==> src/shared/asrs_params.svh <==
// constants of the sleep-state rail sequencer: timing, offsets, fields
// assumes a single system clock whose rate is given in whole megahertz
`ifndef ASRS_PARAMS_SVH
`define ASRS_PARAMS_SVH

// ****************************************************************
// clock and timing
// ****************************************************************
`define ASRS_CLK_MHZ       50
`define ASRS_DEGLITCH_NS   2000
`define ASRS_ENTRY_US      200
`define ASRS_GAP_US        3000
`define ASRS_MAIN_US       50000
`define ASRS_CNT_W         22
// synchroniser reset: requests and straps idle high through pull-ups
`define ASRS_SYNC_RST      9'h03C

// ****************************************************************
// register map (byte offsets) and control fields
// ****************************************************************
`define ASRS_ADR_W         4
`define ASRS_ADR_CTRL      4'h0
`define ASRS_ADR_STATUS    4'h4
`define ASRS_CTRL_SHDN     0
`define ASRS_CTRL_CLRREF   1
`define ASRS_CTRL_RST      1'h0
`define ASRS_STAT_PAD      15

`endif

==> src/shared/asrs_pkg.sv <==
// types shared by the sleep-state rail sequencer and its bench
// assumes the constants header is included by the design files
package asrs_pkg;

   // sequencer states
   typedef enum logic [3:0] {
      ST_POR,
      ST_SS1,
      ST_GAP,
      ST_SS2,
      ST_SLEEP,
      ST_MAIN_WAIT,
      ST_ACT_RAMP,
      ST_ACTIVE,
      ST_ENTRY
   } asrs_state_t;

   // which sleep state is held (or active wake-up)
   typedef enum logic [1:0] {
      KIND_ACT,
      KIND_S3,
      KIND_S5
   } asrs_kind_t;

   // soft-start node command
   typedef enum logic [1:0] {
      SS_OFF,
      SS_RAMP,
      SS_HOLD_LOW,
      SS_HOLD_HIGH
   } asrs_ss_t;

   // rail enables travel together
   typedef struct packed {
      logic dual33;
      logic dual5;
      logic cpu_id;
      logic aux;
      logic main_rel;
   } asrs_rails_t;

   // status word as software sees it
   typedef struct packed {
      logic        uv_all;
      logic        uv_first;
      asrs_ss_t    ss;
      asrs_rails_t rails;
      logic        refused;
      logic        forced;
      asrs_kind_t  kind;
      asrs_state_t state;
   } asrs_status_t;

endpackage

==> src/asrs_deglitch.sv <==
// deglitch filter for one synchronised active-low request level
// assumes the input is already in the SYS_CLK domain
`timescale 1ns/1ps

module asrs_deglitch #(
   parameter int CYCLES = 100
) (
   input  wire logic SYS_CLK,
   input  wire logic ARST_N,
   input  wire logic LEVEL_IN,
   output logic      LEVEL_OUT
);

   logic [15:0] cnt_reg;
   logic        out_reg;
   wire  logic  differs = LEVEL_IN != out_reg;
   wire  logic  done    = cnt_reg == 16'(CYCLES - 1);

   // output follows only after the input held its new level long enough;
   // pullups make the idle level high, so reset to high
   always_ff @(posedge SYS_CLK or negedge ARST_N) begin
      if (!ARST_N) begin
         cnt_reg <= 16'h0000;
         out_reg <= 1'b1;
      end else if (!differs) begin
         cnt_reg <= 16'h0000;
      end else if (done) begin
         cnt_reg <= 16'h0000;
         out_reg <= LEVEL_IN;
      end else begin
         cnt_reg <= cnt_reg + 16'h0001;
      end
   end

   assign LEVEL_OUT = out_reg;

endmodule // asrs_deglitch

==> src/asrs_sequencer.sv <==
// sleep-state rail sequencer: request decode, soft-start phases, rails
// assumes analog ramp and supply monitors arrive as threshold flags
`timescale 1ns/1ps
`include "asrs_params.svh"

module asrs_sequencer #(
   parameter int CLK_MHZ   = `ASRS_CLK_MHZ,
   parameter int DEG_CYC   = (`ASRS_DEGLITCH_NS * `ASRS_CLK_MHZ + 999) / 1000,
   parameter int ENTRY_CYC = `ASRS_ENTRY_US * `ASRS_CLK_MHZ,
   parameter int GAP_CYC   = `ASRS_GAP_US * `ASRS_CLK_MHZ,
   parameter int MAIN_CYC  = `ASRS_MAIN_US * `ASRS_CLK_MHZ
) (
   input  wire logic                     SYS_CLK,
   input  wire logic                     ARST_N,
   input  wire logic                     STANDBY_BIAS_OK,
   input  wire logic                     MAIN33_OK,
   input  wire logic                     MAIN5_OK,
   input  wire logic                     RAM_SLEEP_REQ_N,
   input  wire logic                     SOFT_OFF_REQ_N,
   input  wire logic                     DUAL5_KEEP_ON_STRAP,
   input  wire logic                     AUX_ALWAYS_ON_STRAP,
   input  wire logic                     SS_RAMP_TOP,
   input  wire logic                     SS_EXT_LOW,
   output logic                          DUAL33_RAIL,
   output logic                          DUAL5_RAIL,
   output logic                          CPU_ID_RAIL,
   output logic                          AUX_ADJUSTABLE_RAIL,
   output logic                          MAIN_SWITCH_RELEASE_O,
   output logic                          MAIN_SWITCH_RELEASE_OE,
   output asrs_pkg::asrs_ss_t            SS_LEVEL,
   output logic                          UNDERVOLT_MONITOR_FIRST,
   output logic                          UNDERVOLT_MONITOR_ALL,
   input  wire logic                     WB_CYC_I,
   input  wire logic                     WB_STB_I,
   input  wire logic                     WB_WE_I,
   input  wire logic [`ASRS_ADR_W-1:0]   WB_ADR_I,
   input  wire logic [3:0]               WB_SEL_I,
   input  wire logic [31:0]              WB_DAT_I,
   output logic [31:0]                   WB_DAT_O,
   output logic                          WB_ACK_O
);

   // ****************************************************************
   // pin synchronisers
   // ****************************************************************
   localparam int NSYNC = 9;
   logic [NSYNC-1:0] meta_reg;
   logic [NSYNC-1:0] sync_reg;
   wire  logic [NSYNC-1:0] pins = {STANDBY_BIAS_OK, MAIN33_OK, MAIN5_OK,
      RAM_SLEEP_REQ_N, SOFT_OFF_REQ_N, DUAL5_KEEP_ON_STRAP,
      AUX_ALWAYS_ON_STRAP, SS_RAMP_TOP, SS_EXT_LOW};

   // two flops per pin; pull-up pins idle high, so requests reset high
   always_ff @(posedge SYS_CLK or negedge ARST_N) begin
      if (!ARST_N) begin
         meta_reg <= `ASRS_SYNC_RST;
         sync_reg <= `ASRS_SYNC_RST;
      end else begin
         meta_reg <= pins;
         sync_reg <= meta_reg;
      end
   end

   wire logic bias_ok  = sync_reg[8];
   wire logic mains_ok = sync_reg[7] & sync_reg[6];
   wire logic ram_sync = sync_reg[5];
   wire logic off_sync = sync_reg[4];
   wire logic keep5_s  = sync_reg[3];
   wire logic auxon_s  = sync_reg[2];
   wire logic ramp_top = sync_reg[1];
   wire logic ext_low  = sync_reg[0];

   // ****************************************************************
   // request deglitch
   // ****************************************************************
   logic ram_n;
   logic off_n;

   // short pulses on either request reach the state logic only through the unfiltered ST_POR kind decode of ram_sync and off_sync
   asrs_deglitch #(.CYCLES(DEG_CYC)) u_ram_filt (
      .SYS_CLK   (SYS_CLK),
      .ARST_N    (ARST_N),
      .LEVEL_IN  (ram_sync),
      .LEVEL_OUT (ram_n)
   );
   asrs_deglitch #(.CYCLES(DEG_CYC)) u_off_filt (
      .SYS_CLK   (SYS_CLK),
      .ARST_N    (ARST_N),
      .LEVEL_IN  (off_sync),
      .LEVEL_OUT (off_n)
   );

   // ****************************************************************
   // control register
   // ****************************************************************
   logic ctrl_shdn_reg;
   logic ack_reg;
   logic [31:0] rdat_reg;
   wire  logic bus_req  = WB_CYC_I & WB_STB_I & ~ack_reg;
   wire  logic wr_ctrl  = bus_req & WB_WE_I & WB_SEL_I[0] &
                          (WB_ADR_I == `ASRS_ADR_CTRL);
   wire  logic clr_ref  = wr_ctrl & WB_DAT_I[`ASRS_CTRL_CLRREF];
   // external low on the node or software shutdown both stop everything
   wire  logic shutdown = ext_low | ctrl_shdn_reg | ~bias_ok;

   // ****************************************************************
   // sequencer state
   // ****************************************************************
   asrs_pkg::asrs_state_t state_reg;
   asrs_pkg::asrs_state_t state_next;
   asrs_pkg::asrs_kind_t  kind_reg;
   asrs_pkg::asrs_kind_t  kind_next;
   logic [`ASRS_CNT_W-1:0] cnt_reg;
   logic forced_reg;
   logic refused_reg;
   logic uv1_reg;
   logic uvall_reg;
   logic keep5_reg;
   logic auxon_reg;

   wire logic both_high = ram_n & off_n;
   wire logic cnt_zero_next = state_next != state_reg;
   wire logic main_hold = ~mains_ok & (state_reg == asrs_pkg::ST_MAIN_WAIT);
   wire logic entry_done = cnt_reg == `ASRS_CNT_W'(ENTRY_CYC - 1);
   wire logic gap_done   = cnt_reg == `ASRS_CNT_W'(GAP_CYC - 1);
   wire logic main_done  = cnt_reg == `ASRS_CNT_W'(MAIN_CYC - 1);
   wire logic in_act = (state_reg == asrs_pkg::ST_ACT_RAMP) |
                       (state_reg == asrs_pkg::ST_ACTIVE) |
                       (state_reg == asrs_pkg::ST_ENTRY);
   // soft-off held while the pair asks for ram sleep: refused
   wire logic s5_to_s3 = (state_reg == asrs_pkg::ST_SLEEP) &
                         (kind_reg == asrs_pkg::KIND_S5) &
                         ~forced_reg & off_n & ~ram_n;

   // next state; shutdown dominates every phase, supply loss the active ones
   always_comb begin
      state_next = state_reg;
      kind_next  = kind_reg;
      if (shutdown) begin
         state_next = asrs_pkg::ST_POR;
      end else if (in_act & ~mains_ok) begin
         state_next = asrs_pkg::ST_SLEEP;
         kind_next  = asrs_pkg::KIND_S5;
      end else begin
         case (state_reg)
            asrs_pkg::ST_POR: begin
               state_next = asrs_pkg::ST_SS1;
               if (ram_sync & off_sync)
                  kind_next = asrs_pkg::KIND_ACT;
               else if (off_sync)
                  kind_next = asrs_pkg::KIND_S3;
               else
                  kind_next = asrs_pkg::KIND_S5;
            end
            asrs_pkg::ST_SS1:
               if (ramp_top)
                  state_next = asrs_pkg::ST_GAP;
            asrs_pkg::ST_GAP:
               if (gap_done)
                  state_next = asrs_pkg::ST_SS2;
            asrs_pkg::ST_SS2:
               if (ramp_top)
                  state_next = (kind_reg == asrs_pkg::KIND_ACT) ?
                     asrs_pkg::ST_MAIN_WAIT : asrs_pkg::ST_SLEEP;
            asrs_pkg::ST_SLEEP: begin
               if (forced_reg ? mains_ok : (both_high & mains_ok))
                  state_next = asrs_pkg::ST_MAIN_WAIT;
               else if (~forced_reg & ~off_n & ~ram_n)
                  kind_next = asrs_pkg::KIND_S5;
            end
            asrs_pkg::ST_MAIN_WAIT: begin
               if (~forced_reg & ~both_high & (kind_reg != asrs_pkg::KIND_ACT))
                  state_next = asrs_pkg::ST_SLEEP;
               else if (main_done & mains_ok)
                  state_next = asrs_pkg::ST_ACT_RAMP;
            end
            asrs_pkg::ST_ACT_RAMP:
               if (ramp_top)
                  state_next = asrs_pkg::ST_ACTIVE;
            asrs_pkg::ST_ACTIVE:
               if (~ram_n)
                  state_next = asrs_pkg::ST_ENTRY;
            asrs_pkg::ST_ENTRY: begin
               if (ram_n) begin
                  state_next = asrs_pkg::ST_ACTIVE;
               end else if (entry_done) begin
                  state_next = asrs_pkg::ST_SLEEP;
                  kind_next  = off_n ? asrs_pkg::KIND_S3 :
                                       asrs_pkg::KIND_S5;
               end
            end
            default: state_next = asrs_pkg::ST_POR;
         endcase
      end
   end

   // counter restarts on every change and while mains are invalid in ST_MAIN_WAIT
   always_ff @(posedge SYS_CLK or negedge ARST_N) begin
      if (!ARST_N)
         cnt_reg <= '0;
      else if (cnt_zero_next | main_hold)
         cnt_reg <= '0;
      else
         cnt_reg <= cnt_reg + `ASRS_CNT_W'(1);
   end

   // state, kind and straps caught as start-up leaves reset
   always_ff @(posedge SYS_CLK or negedge ARST_N) begin
      if (!ARST_N) begin
         state_reg <= asrs_pkg::ST_POR;
         kind_reg  <= asrs_pkg::KIND_S5;
         keep5_reg <= 1'b1;
         auxon_reg <= 1'b1;
      end else begin
         state_reg <= state_next;
         kind_reg  <= kind_next;
         if (state_reg == asrs_pkg::ST_POR) begin
            keep5_reg <= keep5_s;
            auxon_reg <= auxon_s;
         end
      end
   end

   // forced soft-off marker, where a clear beats a set, and sticky refusal flag, where a set beats a clear
   always_ff @(posedge SYS_CLK or negedge ARST_N) begin
      if (!ARST_N) begin
         forced_reg  <= 1'b0;
         refused_reg <= 1'b0;
      end else begin
         if (shutdown | (state_next == asrs_pkg::ST_ACTIVE))
            forced_reg <= 1'b0;
         else if (in_act & ~mains_ok)
            forced_reg <= 1'b1;
         if (s5_to_s3)
            refused_reg <= 1'b1;
         else if (clr_ref)
            refused_reg <= 1'b0;
      end
   end

   // monitor arming follows the ramp tops; cleared by any restart
   always_ff @(posedge SYS_CLK or negedge ARST_N) begin
      if (!ARST_N) begin
         uv1_reg   <= 1'b0;
         uvall_reg <= 1'b0;
      end else if (state_reg == asrs_pkg::ST_POR) begin
         uv1_reg   <= 1'b0;
         uvall_reg <= 1'b0;
      end else begin
         if ((state_reg == asrs_pkg::ST_SS1) & ramp_top)
            uv1_reg <= 1'b1;
         if (ramp_top & ((state_reg == asrs_pkg::ST_SS2) |
                         (state_reg == asrs_pkg::ST_ACT_RAMP)))
            uvall_reg <= 1'b1;
      end
   end

   // ****************************************************************
   // rail decode
   // ****************************************************************
   asrs_pkg::asrs_rails_t rails;
   asrs_pkg::asrs_ss_t    ss_cmd;
   wire logic up     = state_reg != asrs_pkg::ST_POR;
   wire logic second = up & (state_reg != asrs_pkg::ST_SS1) &
                       (state_reg != asrs_pkg::ST_GAP);
   // dual 5V in sleep: on in S3, strap-dependent in soft-off
   wire logic sleep5 = (kind_reg == asrs_pkg::KIND_S3) |
                       ((kind_reg == asrs_pkg::KIND_S5) & keep5_reg);

   assign rails.dual33   = up;
   assign rails.dual5    = in_act | (second & sleep5);
   assign rails.cpu_id   = in_act;
   assign rails.aux      = in_act | (up & auxon_reg);
   assign rails.main_rel = in_act;

   // soft-start node command per phase
   assign ss_cmd = ~up ? asrs_pkg::SS_OFF :
      ((state_reg == asrs_pkg::ST_SS1) | (state_reg == asrs_pkg::ST_SS2) |
       (state_reg == asrs_pkg::ST_ACT_RAMP)) ? asrs_pkg::SS_RAMP :
      ((state_reg == asrs_pkg::ST_ACTIVE) | (state_reg == asrs_pkg::ST_ENTRY))
         ? asrs_pkg::SS_HOLD_HIGH : asrs_pkg::SS_HOLD_LOW;

   // outputs straight from decoded registered state
   assign DUAL33_RAIL             = rails.dual33;
   assign DUAL5_RAIL              = rails.dual5;
   assign CPU_ID_RAIL             = rails.cpu_id;
   assign AUX_ADJUSTABLE_RAIL     = rails.aux;
   assign MAIN_SWITCH_RELEASE_O   = 1'b0;
   assign MAIN_SWITCH_RELEASE_OE  = ~rails.main_rel;
   assign SS_LEVEL                = ss_cmd;
   assign UNDERVOLT_MONITOR_FIRST = uv1_reg;
   assign UNDERVOLT_MONITOR_ALL   = uvall_reg;

   // ****************************************************************
   // wishbone slave
   // ****************************************************************
   asrs_pkg::asrs_status_t status;
   assign status = '{uv_all: uvall_reg, uv_first: uv1_reg, ss: ss_cmd,
                     rails: rails, refused: refused_reg, forced: forced_reg,
                     kind: kind_reg, state: state_reg};
   wire logic [31:0] rd_mux =
      (WB_ADR_I == `ASRS_ADR_CTRL) ? {30'h0000_0000, 1'b0, ctrl_shdn_reg} :
      (WB_ADR_I == `ASRS_ADR_STATUS) ?
         {`ASRS_STAT_PAD'h000, status} : 32'h0000_0000;

   // one wait state; unmapped offsets ack with zero data, writes dropped
   always_ff @(posedge SYS_CLK or negedge ARST_N) begin
      if (!ARST_N) begin
         ack_reg       <= 1'b0;
         rdat_reg      <= 32'h0000_0000;
         ctrl_shdn_reg <= `ASRS_CTRL_RST;
      end else begin
         ack_reg  <= bus_req;
         rdat_reg <= bus_req ? rd_mux : 32'h0000_0000;
         if (wr_ctrl)
            ctrl_shdn_reg <= WB_DAT_I[`ASRS_CTRL_SHDN];
      end
   end

   assign WB_ACK_O = ack_reg;
   assign WB_DAT_O = rdat_reg;
endmodule // asrs_sequencer
==> config.mk <==
export PLATFORM = sky130hd
export DESIGN_NAME = asrs_sequencer
export DESIGN_NICKNAME = d
export VERILOG_FILES = /design/src/shared/asrs_pkg.sv /design/src/asrs_deglitch.sv /design/src/asrs_sequencer.sv
export VERILOG_INCLUDE_DIRS = /design/src /design/src/shared
export SDC_FILE = /design/constraint.sdc
export NUM_CORES = 1
export LEC_CHECK = 0
export BUFFER_PORTS_ARGS = -buffer_cell sky130_fd_sc_hd__buf_2
export CORE_ASPECT_RATIO = 1.5
export CORE_UTILIZATION = 30
export CTS_BUF_LIST = sky130_fd_sc_hd__clkbuf_8
export CTS_CLUSTER_DIAMETER = 80
export DETAILED_ROUTE_END_ITERATION = 7
export PLACE_DENSITY = 0.56
export SLEW_MARGIN = 10
export SYNTH_ARGS = -nofsm -noshare
export SYNTH_HDL_FRONTEND = slang
export SYNTH_HIERARCHICAL = 1
export SYNTH_SLANG_ARGS = --single-unit
==> constraint.sdc <==
create_clock -name SYS_CLK -period 2.85 [get_ports SYS_CLK]
set_clock_uncertainty 0.15 [all_clocks]
set_input_delay 0.1425 -clock SYS_CLK [delete_from_list [all_inputs] [get_ports SYS_CLK]]
set_output_delay 0.1425 -clock SYS_CLK [all_outputs]
set_load 0.03 [all_outputs]
**After elaboration in Yosys (flattened, before gate mapping)**

Index checks and enable logic that the tools add are counted.

- Add/subtract/negate cells: 3
- Muxes and demuxes: 43
- Reduce and logical (&&, ||, !) cells: 13
- Bitwise operators: 50
- Eq/ne operators: 26

Operator list:

| cell | number |
|---|---|
| 2-to-1 mux 16 bit | 4 |
| 2-to-1 mux 17 bit | 3 |
| 2-to-1 mux 4 bit | 12 |
| one-hot mux 4 bit (9 select lines) | 1 |
| adder 16 x 1 -> 16 bit, second input constant | 2 |
| == test 16 x 7 -> 1 bit, second input constant | 2 |
| bitwise AND 1 bit | 28 |
| == test 4 x 3 -> 1 bit, second input constant | 6 |
| adder 22 x 1 -> 22 bit, second input constant | 1 |
| == test 22 x 14 -> 1 bit, second input constant | 1 |
| == test 22 x 18 -> 1 bit, second input constant | 1 |
| == test 22 bit, second input constant | 1 |
| 2-to-1 mux 22 bit | 1 |
| 2-to-1 mux 2 bit | 10 |
| OR 1 bit | 13 |
| 2-to-1 mux 1 bit | 11 |
| nonzero test 2 bit | 5 |
| != test 3 bit, second input constant | 3 |
| inverter 1 bit | 9 |
| == test 4 x 2 -> 1 bit, second input constant | 2 |
| zero test 4 bit | 2 |
| nonzero test 4 bit | 2 |
| one-hot mux 2 bit (3 select lines) | 1 |
| AND reduction 6 bit | 1 |
| other kinds (11) | 13 |

- Logic and storage cells: 153
- Bits in registers: 105
- Bits of input ports: 54
- Output and inout bits: 43

**Depth between registers and ports, before layout**

- Depth in word-level cells: 11
- Mapped depth: 9
- Gate-level depth less buffers: 7

**Modules after synthesis**

The synthesis kept the hierarchy.

By module, submodules not included:

| module | cells each | seq. area each (µm²) | times used | area each (µm²) |
|---|---|---|---|---|
| asrs_sequencer | 346 | 1765.4 | 1 | 3619.7 |
| asrs_deglitch | 83 | 426.7 | 2 | 857.1 |

**Least setup slack after synthesis**

OpenSTA, ideal clock, no wires.

- Kind: register to register
- Start: register, netlist name cnt_reg[0]
- End: register, netlist name cnt_reg[10]
- Buffers on the path: 1
- Cell stages (with the launch flop): 9
- Data required time: 2.620 ns
- Arrival time: 2.302 ns
- Period minus slack after synthesis: 2.532 ns
- Setup slack: 0.318 ns
- Library setup time: 0.080 ns
- Cells stage by stage: dfrtp_1 ha_1 nand4_2 or4_4 o21bai_2 or4b_4 o2bb2ai_2 buf_6 nor3_2

==> impl_results.rst <==
.. list-table::
   :header-rows: 1

   * - Metric
     - Value
   * - Yosys top cell area share
     - 0.427
   * - DR vias/cell
     - 5.01
   * - Worst Path Class, Setup
     - reg2reg
   * - H-tree lvl count
     - 3
   * - Count of warnings emitted by yosys
     - 6
   * - Clk pin slew, worst setup/hold paths
     - 0.09 ns
   * - Met2 wire len
     - 6300 µm
   * - Number of clock sinks
     - 104
   * - DPL Wire Length
     - 8690 µm
   * - Slowest library cell on the worst path
     - sky130_fd_sc_hd__or4_4
   * - Root Buffer Master
     - sky130_fd_sc_hd__clkbuf_8
   * - Worst path top cell family by delay
     - simple AND/OR/NAND/NOR gates
   * - Cell type contributing the most total cell area after synthesis
     - sky130_fd_sc_hd__dfrtp_1
   * - Length of routed wiring on met1
     - 4640 µm
   * - Rows
     - 59
   * - Final Core Density
     - 0.352
   * - Peak ir drop on the vdd network
     - 245 µV
   * - Synth async-reset ratio
     - 1.00
   * - Initial antenna violation count
     - 0
   * - Kind of end point of the critical path
     - flip-flop
   * - All-Layer GR Usage
     - 0.135
   * - Largest register FFs
     - 22
   * - Via count of the first global-routing pass
     - 3,933
   * - Residual DRC count
     - 0
   * - Max-Cap Viols
     - 0
   * - Share of synthesized area occupied by flip-flops and latches
     - 0.491
   * - Endpoint arrival time on the critical path
     - 2.81 ns
   * - Total count of max-transition violations in the final report
     - 0
   * - Slowest stage delay, CP
     - 0.52 ns
   * - CTS max path bufs
     - 2
   * - Layout net count
     - 637
   * - Area of the core region
     - 0.0173 mm²
   * - Synth Instances
     - 512
   * - Biggest area contributors in the synthesized netlist
     - sky130_fd_sc_hd__dfrtp_1, sky130_fd_sc_hd__dfstp_2, sky130_fd_sc_hd__xnor2_1
   * - Effective utilization at floorplan
     - 0.307
   * - Wire length of the first global-routing pass
     - 19,600 µm
   * - Post-Synthesis Mean Instance Area
     - 10.4 µm²
   * - 1st-pass router iterations
     - 4
   * - Count of distinct cell types in the synthesized netlist
     - 67
   * - Die W
     - 111 µm
   * - Remaining global-route overflow
     - 0
   * - Number of buffers added by the clock tree synthesis step
     - 9
   * - Vias
     - 3,994
   * - Number of flops mapped to enable cells by yosys
     - 0
   * - Setup crit start kind
     - flip-flop
   * - Post-Syn Area
     - 0.00533 mm²
   * - Starting DRC count in detailed routing
     - 233
   * - Ports
     - 97
   * - Share of final-layout standard cells stronger than drive strength 1
     - 0.234
   * - CTS tree
     - built
   * - Routed wl met3
     - 419 µm
   * - Leakage power total
     - 2.74 nW
   * - Unrepaired setup endpoints after global routing
     - false
   * - Sum of negative setup slack
     - 0 ns
   * - Result of the run
     - complete, no violations
   * - Routed length per instance
     - 14.7 µm
   * - Final Hold Violating Endpoints
     - 0
   * - Required time of the worst setup path
     - 3.00 ns
   * - Diode count
     - 0
   * - Maximum clock rate
     - 0.375 GHz
   * - Area enclosed by the die boundary
     - 0.0183 mm²
   * - Highest fanout seen on the critical path
     - 22
   * - Time the worst path needs with I/O delays and setup
     - 2.67 ns
   * - Critical path buffers and inverters
     - 1
   * - Number of buffers added on ports
     - 47
   * - Aggregate routed wire length
     - 11,700 µm
   * - Synth Register Bits
     - 104
   * - Endpoints failing setup
     - 0
   * - Hold/Removal Path Class
     - in2reg
   * - Layout overhead on the synthesized area
     - 14.6%
   * - GP Congestion
     - 0.887
   * - Worst-margin pin slew
     - 0.730 ns
   * - Pin count of the biggest net entering global routing
     - 57
   * - Number of nets with antenna violations after detailed routing
     - 0
   * - Slew margin rel.
     - 0.514
   * - Cells traversed along the worst timing path
     - ha_2, nand4_2, or4_4, o21bai_2, or4b_4, o2bb2ai_2, buf_12, nor3_1
   * - Dominant register cell in the synthesized netlist
     - sky130_fd_sc_hd__dfrtp_1
   * - Fin crit share
     - 0.935
   * - Power density over the cells
     - 460 mW/mm²
   * - DR top layer
     - met4
   * - Worst-Skew Late Latency
     - 0.39 ns
   * - Die H
     - 165 µm
## synthesized netlist by cell type, drive strengths merged (3+ instances only)
| cell | count |
|---|---|
| dfrtp | 91 |
| nor2 | 55 |
| nor3 | 38 |
| nand2 | 35 |
| buf | 27 |
| nand3 | 26 |
| xnor2 | 25 |
| xor2 | 24 |
| nand4 | 18 |
| inv | 15 |
| dfstp | 13 |
| a21oi | 12 |
| nor4 | 12 |
| o21ai | 12 |
| and3 | 11 |
| clkbuf | 11 |
| nor2b | 7 |
| or3 | 6 |
| nor4b | 5 |
| or4 | 5 |
| a31oi | 4 |
| and2 | 4 |
| mux2 | 4 |
| mux2i | 4 |
| nand4b | 4 |
| and4 | 3 |
| ha | 3 |
| o31ai | 3 |
| or2 | 3 |
## final timing paths
path,from,endpoint,slack (ns),cells past startpoint
max,cnt_reg[1],cnt_reg[2],0.18,8
max reg2reg,cnt_reg[1],cnt_reg[2],0.18,8
max in group asynchronous,ARST_N,kind_reg[1],1.59,3
min,WB_WE_I,refused_reg,0.05,4
min reg2reg,meta_reg[7],sync_reg[7],0.21,0
min in group asynchronous,ARST_N,meta_reg[1],0.20,2
## where the power goes
group	leakage, nW	switching (W)	internal, W	total [W]
Sequential	1.37	0.0000456	0.00153	0.00158
Clock	0.101	0.000502	0.000451	0.000953
Combinational	1.27	0.000181	0.0000995	0.000281
Total	2.74	0.000729	0.00208	0.00281
## cell type report
class,instances,area (µm²)
Fill cell,1751,11200
Tap cell,213,267
Sequential cell,104,2620
Timing Repair Buffer,80,548
Multi-Input combinational cell,370,2420
Clock buffer,11,151
Clock inverter,5,55.1
Inverter,15,56.3
## kinds of logic after synthesis
kind of cell,Yosys count,synth area share
simple gates,243,0.273
flops,104,0.491
buf+inv,53,0.0669
compound gates,51,0.0650
xor+xnor,49,0.0805
mux,8,0.0160
fa+ha+maj,3,0.00704
other cells,1,0.000703
## layout by cell type, fill, tap and decap left out, types with 10 or more instances in the layout
cell type                       instances
sky130_fd_sc_hd__clkbuf_8              11
sky130_fd_sc_hd__and3_1                10
sky130_fd_sc_hd__o21ai_0               11
sky130_fd_sc_hd__nor2_1                55
sky130_fd_sc_hd__nor3_1                18
sky130_fd_sc_hd__nor4_1                12
sky130_fd_sc_hd__dfrtp_1               91
sky130_fd_sc_hd__xor2_1                24
sky130_fd_sc_hd__conb_1                16
sky130_fd_sc_hd__buf_4                 17
sky130_fd_sc_hd__xnor2_1               25
sky130_fd_sc_hd__buf_2                 46
sky130_fd_sc_hd__nor3_2                20
sky130_fd_sc_hd__dlygate4sd3_1         15
sky130_fd_sc_hd__inv_1                 15
sky130_fd_sc_hd__nand2_1               35
sky130_fd_sc_hd__nand3_1               24
sky130_fd_sc_hd__a21oi_1               11
sky130_fd_sc_hd__nand4_1               15
sky130_fd_sc_hd__dfstp_2               13
## worst register-to-register path, cell delays in order, from the launching register on
cell and delay [ns]:
sky130_fd_sc_hd__dfrtp_1 0.38, sky130_fd_sc_hd__ha_2 0.22, sky130_fd_sc_hd__nand4_2 0.17, sky130_fd_sc_hd__or4_4 0.52, sky130_fd_sc_hd__o21bai_2 0.12, sky130_fd_sc_hd__or4b_4 0.48
sky130_fd_sc_hd__o2bb2ai_2 0.15, sky130_fd_sc_hd__buf_12 0.18, sky130_fd_sc_hd__nor3_1 0.21
## through the flow
step	cells	setup WS, ns	power [W]	hold WS, ns	area [µm²]
finish	798	0.184	0.00281	0.0458	6110
global route	798	0.00634	0.00294	0.0492	6110
CTS	797	0.0856	0.00285	0.0294	6100
detailed placement	766	0.106	0.00187	0.0988	5750
global placement	766	0.175	0.00186	0.0876	5750
floorplan	527	0.318	0.00179	-0.303	5390
## layer usage
| metal | vias up | global-route usage |
|---|---|---|
| met3 | 30 | 0.0226 |
| met5 | - | 0 |
| li1 | 1908 | - |
| met2 | 113 | 0.250 |
| met4 | 0 | 0.0752 |
| met1 | 1943 | 0.145 |
## repair_timing
item	in CTS	in global routing
endpoints found under the setup margin	0	5
resized for setup	0	1
endpoints found under the hold margin	65	0
buffers inserted	0	1
hold buffers	15	0
(Power assumes the default switching activity.)
